[src/hdl/drv_pkg.sv]
package drv_pkg;

	// Number of driver channels and the width of one serial exchange.
	localparam int CHANNELS = 8;
	localparam int FRAME_BITS = 8;

	// Core clock period and the link timing figures it must honour.
	localparam int CORE_CLK_PERIOD_NS = 25;
	localparam int SCLK_MAX_FREQ_KHZ = 500;
	localparam int DATA_READY_MAX_NS = 2000;
	localparam int SYNC_STAGES = 2;

	// Cycle counts derived from the figures above.
	localparam int SCLK_HALF_MIN_CYCLES =
		(1000000 / SCLK_MAX_FREQ_KHZ) / 2 / CORE_CLK_PERIOD_NS;
	localparam int DATA_READY_MAX_CYCLES = DATA_READY_MAX_NS / CORE_CLK_PERIOD_NS;

	// Reset values of the command and of the serial output pin.
	localparam logic [CHANNELS-1:0] COMMAND_RESET = 8'h00;
	localparam logic SDO_RESET = 1'b0;

	// Frame tracker states.
	typedef enum logic [1:0] {
		LINK_IDLE  = 2'b01,
		LINK_FRAME = 2'b10
	} link_state_t;

endpackage

[src/hdl/link_if.sv]
`timescale 1ns/10ps
// Synchronised link events handed from the pin sampler to the frame logic.
interface link_if;
	logic                          sel_fall;
	logic                          sel_rise;
	logic                          sclk_rise;
	logic                          sdi;
	logic [drv_pkg::CHANNELS-1:0]  sense;
	logic                          trip;

	modport sampler (output sel_fall, sel_rise, sclk_rise, sdi, sense, trip);
	modport core (input sel_fall, sel_rise, sclk_rise, sdi, sense, trip);
endinterface

[src/hdl/octal_serial_ctrl.sv]
`timescale 1ns/10ps
// How it works
// - Select line active low, may act as chip select.
// - Serial output released while select is high.
// - Launch and sample on serial clock rising edge.
// - Select falling loads sensed states into output shifter, or the inverted command during thermal fault.
// - One bit in and out per clock.
// - Channel one first, channel eight last.
// - Select rising loads command, drivers switch together.
// - Eight-bit command acts only on select rising.
// - First sense bit driven within the ready delay.
// - Thermal fault clears on valid frame after cooling.
module octal_serial_ctrl (
	input  wire logic                         i_core_clk,
	input  wire logic                         i_reset_n,
	input  wire logic                         i_sel_n,
	input  wire logic                         i_sclk,
	input  wire logic                         i_sdi,
	input  wire logic [drv_pkg::CHANNELS-1:0] i_output_sense_bit,
	input  wire logic                         i_thermal_trip,
	output logic                              o_sdo,
	output logic                              o_sdo_oe,
	output logic [drv_pkg::CHANNELS-1:0]      o_drive_on,
	output logic                              o_thermal_fault
);
	import drv_pkg::*;

	// The sampler delay must fit inside the ready window, and a serial clock
	// half period must outlast the sampler so no edge is missed.
	if (SYNC_STAGES + 2 >= DATA_READY_MAX_CYCLES ||
		SCLK_HALF_MIN_CYCLES < SYNC_STAGES + 2) begin : g_timing_check
		$error("Core clock too slow for the serial link timing.");
	end

	link_if link ();

	link_sampler u_sampler (
		.i_core_clk         (i_core_clk),
		.i_reset_n          (i_reset_n),
		.i_sel_n            (i_sel_n),
		.i_sclk             (i_sclk),
		.i_sdi              (i_sdi),
		.i_output_sense_bit (i_output_sense_bit),
		.i_thermal_trip     (i_thermal_trip),
		.link               (link.sampler)
	);

	link_state_t         state;
	logic [CHANNELS-1:0] in_shift;
	logic [CHANNELS-1:0] out_shift;
	logic [2:0]          bit_count;
	logic                clocked;
	logic [CHANNELS-1:0] command;
	logic                fault;
	link_state_t         next_state;
	logic [CHANNELS-1:0] next_in_shift;
	logic [CHANNELS-1:0] next_out_shift;
	logic [2:0]          next_bit_count;
	logic                next_clocked;
	logic [CHANNELS-1:0] next_command;
	logic                next_fault;
	logic                next_sdo;
	logic                next_sdo_oe;
	logic [CHANNELS-1:0] next_drive_on;

	////////////////////////////////////////////////////////////////////////////////
	// Frame tracking, shifting, command transfer and thermal latch.
	always_comb begin
		next_state = state;
		next_in_shift = in_shift;
		next_out_shift = out_shift;
		next_bit_count = bit_count;
		next_clocked = clocked;
		next_command = command;
		next_fault = fault | link.trip;
		next_sdo = o_sdo;
		next_sdo_oe = o_sdo_oe;
		unique case (state)
			LINK_IDLE: begin
				next_sdo_oe = 1'b0;
				if (link.sel_fall) begin
					next_state = LINK_FRAME;
					// In fault every sense bit reads the opposite of its
					// request, which is how the master spots a shutdown.
					next_out_shift = next_fault ? ~command : link.sense;
					next_sdo = next_out_shift[0];
					next_sdo_oe = 1'b1;
					next_bit_count = 3'h0;
					next_clocked = 1'b0;
				end
			end
			LINK_FRAME: begin
				if (link.sel_rise) begin
					next_state = LINK_IDLE;
					next_sdo_oe = 1'b0;
					next_command = in_shift;
					// Only a whole number of bytes with the die cooled clears it.
					if (clocked && bit_count == 3'h0 && !link.trip) begin
						next_fault = 1'b0;
					end
				end else if (link.sclk_rise) begin
					// Sample and launch on the same edge; older bits fall off
					// the far end, so dummy leading bytes drop out naturally.
					next_in_shift = {link.sdi, in_shift[CHANNELS-1:1]};
					next_out_shift = {1'b0, out_shift[CHANNELS-1:1]};
					next_sdo = out_shift[1];
					next_bit_count = bit_count + 3'h1;
					next_clocked = 1'b1;
				end
			end
		endcase
		// Drivers follow the command except while the thermal fault holds.
		next_drive_on = next_fault ? '0 : next_command;
		if (!i_reset_n) begin
			next_state = LINK_IDLE;
			next_in_shift = COMMAND_RESET;
			next_out_shift = COMMAND_RESET;
			next_bit_count = 3'h0;
			next_clocked = 1'b0;
			next_command = COMMAND_RESET;
			next_fault = 1'b0;
			next_sdo = SDO_RESET;
			next_sdo_oe = 1'b0;
			next_drive_on = COMMAND_RESET;
		end
	end

	always_ff @(posedge i_core_clk) begin
		state <= next_state;
		in_shift <= next_in_shift;
		out_shift <= next_out_shift;
		bit_count <= next_bit_count;
		clocked <= next_clocked;
		command <= next_command;
		fault <= next_fault;
		o_sdo <= next_sdo;
		o_sdo_oe <= next_sdo_oe;
		o_drive_on <= next_drive_on;
		o_thermal_fault <= next_fault;
	end

endmodule // octal_serial_ctrl

[src/hdl/link_sampler.sv]
`timescale 1ns/10ps
// Brings every pin except reset into the core clock domain and finds link edges.
module link_sampler (
	input  wire logic                         i_core_clk,
	input  wire logic                         i_reset_n,
	input  wire logic                         i_sel_n,
	input  wire logic                         i_sclk,
	input  wire logic                         i_sdi,
	input  wire logic [drv_pkg::CHANNELS-1:0] i_output_sense_bit,
	input  wire logic                         i_thermal_trip,
	link_if.sampler                           link
);
	import drv_pkg::*;

	localparam int W = CHANNELS + 4;

	logic [W-1:0] meta;
	logic [W-1:0] sync;
	logic         sel_prev;
	logic         sclk_prev;
	logic [W-1:0] next_meta;
	logic [W-1:0] next_sync;
	logic         next_sel_prev;
	logic         next_sclk_prev;

	////////////////////////////////////////////////////////////////////////////////
	// Two flip-flops per pin; edges compare the second stage with a third copy
	// so the first stage is never read by logic. Select resets high (idle).
	always_comb begin
		next_meta = {i_thermal_trip, i_output_sense_bit, i_sdi, i_sclk, i_sel_n};
		next_sync = meta;
		next_sel_prev = sync[0];
		next_sclk_prev = sync[1];
		if (!i_reset_n) begin
			next_meta = {{(W-2){1'b0}}, 2'b11};
			next_sync = {{(W-2){1'b0}}, 2'b11};
			next_sel_prev = 1'b1;
			next_sclk_prev = 1'b1;
		end
	end

	always_ff @(posedge i_core_clk) begin
		meta <= next_meta;
		sync <= next_sync;
		sel_prev <= next_sel_prev;
		sclk_prev <= next_sclk_prev;
	end

	// Edge pulses; a clock edge counts only while the device is selected.
	assign link.sel_fall = sel_prev & ~sync[0];
	assign link.sel_rise = ~sel_prev & sync[0];
	assign link.sclk_rise = ~sclk_prev & sync[1] & ~sync[0];
	assign link.sdi = sync[2];
	assign link.sense = sync[CHANNELS+2:3];
	assign link.trip = sync[W-1];

endmodule // link_sampler

[config.mk]
export PLATFORM = sky130hd
export DESIGN_NAME = octal_serial_ctrl
export DESIGN_NICKNAME = d
export VERILOG_FILES = /design/src/hdl/drv_pkg.sv /design/src/hdl/link_if.sv /design/src/hdl/octal_serial_ctrl.sv /design/src/hdl/link_sampler.sv
export SDC_FILE = /design/constraint.sdc
export NUM_CORES = 1
export LEC_CHECK = 0
export ABC_AREA = 1
export BUFFER_PORTS_ARGS = -buffer_cell sky130_fd_sc_hd__buf_2
export CORE_UTILIZATION = 60
export DETAILED_ROUTE_END_ITERATION = 7
export GPL_TIMING_DRIVEN = 0
export HOLD_SLACK_MARGIN = 0.02
export PLACE_DENSITY_LB_ADDON = 0.2
export SLEW_MARGIN = 20
export SYNTH_ARGS = -nofsm -noshare
export SYNTH_HDL_FRONTEND = slang
export SYNTH_SLANG_ARGS = --single-unit
[constraint.sdc]
create_clock -name i_core_clk -period 1.9 [get_ports i_core_clk]
set_clock_uncertainty 0.1 [all_clocks]
set_input_delay 0.38 -clock i_core_clk [delete_from_list [all_inputs] [get_ports i_core_clk]]
set_output_delay 0.38 -clock i_core_clk [all_outputs]
set_load 0.005 [all_outputs]
==> impl_metrics.csv <==
group,metric,value,unit
global_route,grt_start_max_net_pins,12,
placed_design,dp_hpwl,3010,microns
final_layout,most-common-layout-cells,"91 x nand2_1, 67 x inv_1, 66 x dfxtp_1",
power_and_ir_drop,ir_drop,0.948,mV
sta,rsz0062_at_grt,"false",
sta,finalCritPeriodShare,73.8,%
worst_hold_path,min_path_cells,3,
yosys,synthTopCellsByArea,"dfxtp_1 52%, nand2_1 13%, inv_1 9.9%",
sta,finalMaxSlewViolations,0,
final_layout,final_common_cell,"nand2_1",
sta,max_slew_margin,69.8,%
setup_path,rr_worst_depth,6,
cts,cts-root-buf,"clkbuf_8",
die,die_h,67.1,microns
yosys,ys_warn_count,0,
cts,tritoncts,"yes",
global_route,grt_pass1_wl,7650,microns
final_layout,fillers,338,
die,core_area,4030,sq um
detailed_routing,dr.pass1.iters,4,
detailed_routing,finalWirelength,4500,microns
setup_path,endpoint_kind,"flop",
detailed_routing,drtIter0Drc,124,
sta,fmax,0.714,GHz
setup_path,worstPathMaxFanout,9,
cts,path_clk_slew,0.07,ns
power_and_ir_drop,pwr_density_cell,998,nW/um^2
power_and_ir_drop,power.leakage,1.64,nW
cts,ctsHoldBuffers,0,
yosys,synth_top_cell_by_area,"dfxtp_1",
run_status,status,"finished clean",
die,ioPinCount,25,
setup_path,path_class,"flop to flop",
global_route,grt_pass1_vias,1755,
cts,cts_max_path_buffers,2,
cts,cts_resized,0,
cts,post_cts_buffers,0,
final_layout,layout-drive-gt1-share,17.6,%
power_and_ir_drop,finalPower,2.93,mW
yosys,syn_area,2540,sq um
die,chipWidth,67.1,microns
placed_design,dp_cells,414,
detailed_routing,ant_nets,0,
cts,cts.sinks,66,
global_route,grtUsageTotal,23.8,%
setup_path,cp.required,2.03,ns
yosys,ys_ff_latch,66,
detailed_routing,viasPerCell,4.60,
worst_hold_path,min_to,"u_sampler.meta[5]",
setup_path,arrival,1.54,ns
worst_hold_path,hp-class,"primary input to flop",
final_layout,final_cells,430,
yosys,syn-num-nets,356,
yosys,synth.top_cell.area_share,51.9,%
setup_path,timing.rr.start,"bit_count[0]",
cts,h-tree-depth,3,
die,die-area,4510,sq um
yosys,syn_avg_cell_area,7.49,sq um
sta,worst_slew_pin_slew,0.452,ns
global_route,antenna_found_initial,0,
cts,clk_latency,0.34,ns
setup_path,r2r-end,"fault",
sta,setup_viol,0,
placed_design,routabilityCongestion,0.789,
placed_design,io_buffers,24,
yosys,synth.distinct_cells,27,
die,start_util,63.2,%
final_layout,nets,391,
detailed_routing,num_vias,1979,
sta,fin_crit,1.40,ns
worst_hold_path,min-delay-start,"i_output_sense_bit[2]",
final_layout,syn2layout_area_growth,15.2,%
setup_path,rrSetupSlack,0.50,ns
detailed_routing,drc_errors,0,
final_layout,antenna_cells,0,
die,row_count,23,
setup_path,cp-start-kind,"flop",
yosys,ys_seq_area_share,51.9,%
run,drv_cap,0,
sta,setup_tns,0,ns
global_route,grt-ovfl-total,0,
yosys,synthCells,340,
sta,hold_viol,0,
detailed_routing,avgRoutedWirePerCell,10.5,microns
cts,cts_buffers,9,
-- cell families (layout without fill, tap and decap cells) --
family | count (synthesis) | in the layout | share of synthesized area (%)
buf+inv | 79 | 119 | 13.0
fa+ha+maj | 2 | 2 | 0.983
xor+xnor | 1 | 1 | 0.344
compound gates | 15 | 15 | 3.49
simple gates | 177 | 177 | 30.3
flops | 66 | 66 | 51.9
-- cells in the mapped netlist --
cell,number
nand2_1,91
inv_1,67
dfxtp_1,66
nor2_1,52
nand3_1,16
o21ai_0,9
or2_2,5
a21oi_1,4
nand2_4,4
buf_2,3
nand2_2,3
buf_4,2
ha_1,2
inv_2,2
inv_4,2
a211oi_1,1
a21oi_4,1
and2_1,1
buf_6,1
clkbuf_1,1
clkbuf_8,1
nand3_2,1
nor2_2,1
nor2_4,1
nor2_8,1
nor3_1,1
xor2_1,1
-- worst max-delay path: stages (launching register included) --
cell and delay, ns:
dfxtp_1 0.32, inv_1 0.08, ha_1 0.15, nand2_1 0.05
nor3_1 0.27, a21oi_4 0.15, and2_1 0.17
-- final cells by class --
| type | count | area [sq um] | area share [%] |
|---|---|---|---|
| Tap cell | 50 | 62.6 | 2.13 |
| Inverter | 71 | 272 | 9.26 |
| Clock inverter | 4 | 50.0 | 1.71 |
| Timing Repair Buffer | 24 | 120 | 4.10 |
| Multi-Input combinational cell | 195 | 893 | 30.5 |
| Sequential cell | 66 | 1320 | 45.1 |
| Clock buffer | 12 | 155 | 5.29 |
| Buffer | 8 | 58.8 | 2.01 |
-- state kept, by name, indices dropped and copies added (netlist names) --
name	flops
state	2
clocked	1
u_sampler.sclk_prev	1
in_shift	8
u_sampler.meta	12
u_sampler.sel_prev	1
out_shift	8
o_drive_on	8
bit_count	3
fault	1
u_sampler.sync	12
o_sdo_oe	1
command	8
-- per-stage QoR --
| stage | instance area [sq um] | setup WS [ns] | util, % | hold WS (ns) |
|---|---|---|---|---|
| final | 2930 | 0.499 | 72.8 | 0.119 |
| after global routing | 2930 | 0.346 | 72.8 | 0.108 |
| after CTS | 2930 | 0.492 | 72.8 | 0.109 |
| after detailed placement | 2730 | 0.506 | 67.7 | 0.295 |
| after global placement | 2730 | 0.522 | 67.7 | 0.292 |
| after floorplan | 2540 | 0.631 | - | 0.290 |
-- report_power, final --
part | switching (mW) | total (mW) | internal, mW
Combinational | 0.159 | 0.260 | 0.101
Sequential | 0.0273 | 1.47 | 1.44
Clock | 0.520 | 1.20 | 0.675
-- routing by layer --
metal	track usage [%]	share of wire, %
met1	29.1	49
met2	37.9	45
met3	9.25	4.7
met4	7.98	1.6
met5	0	0
-- how the worst max path moves through the flow --
stage                     cells after the start  slack [ns]            to          startpoint
final                                         6        0.50         fault        bit_count[0]
after detailed placement                      6        0.51         fault        bit_count[0]
after CTS                                     6        0.49         fault        bit_count[0]
after global routing                          6        0.35  out_shift[3]  u_sampler.sync[11]
after global placement                        6        0.52         fault        bit_count[0]
after floorplan                               6        0.63         fault        bit_count[0]
Note: power is estimated with default switching activity, not from simulation.
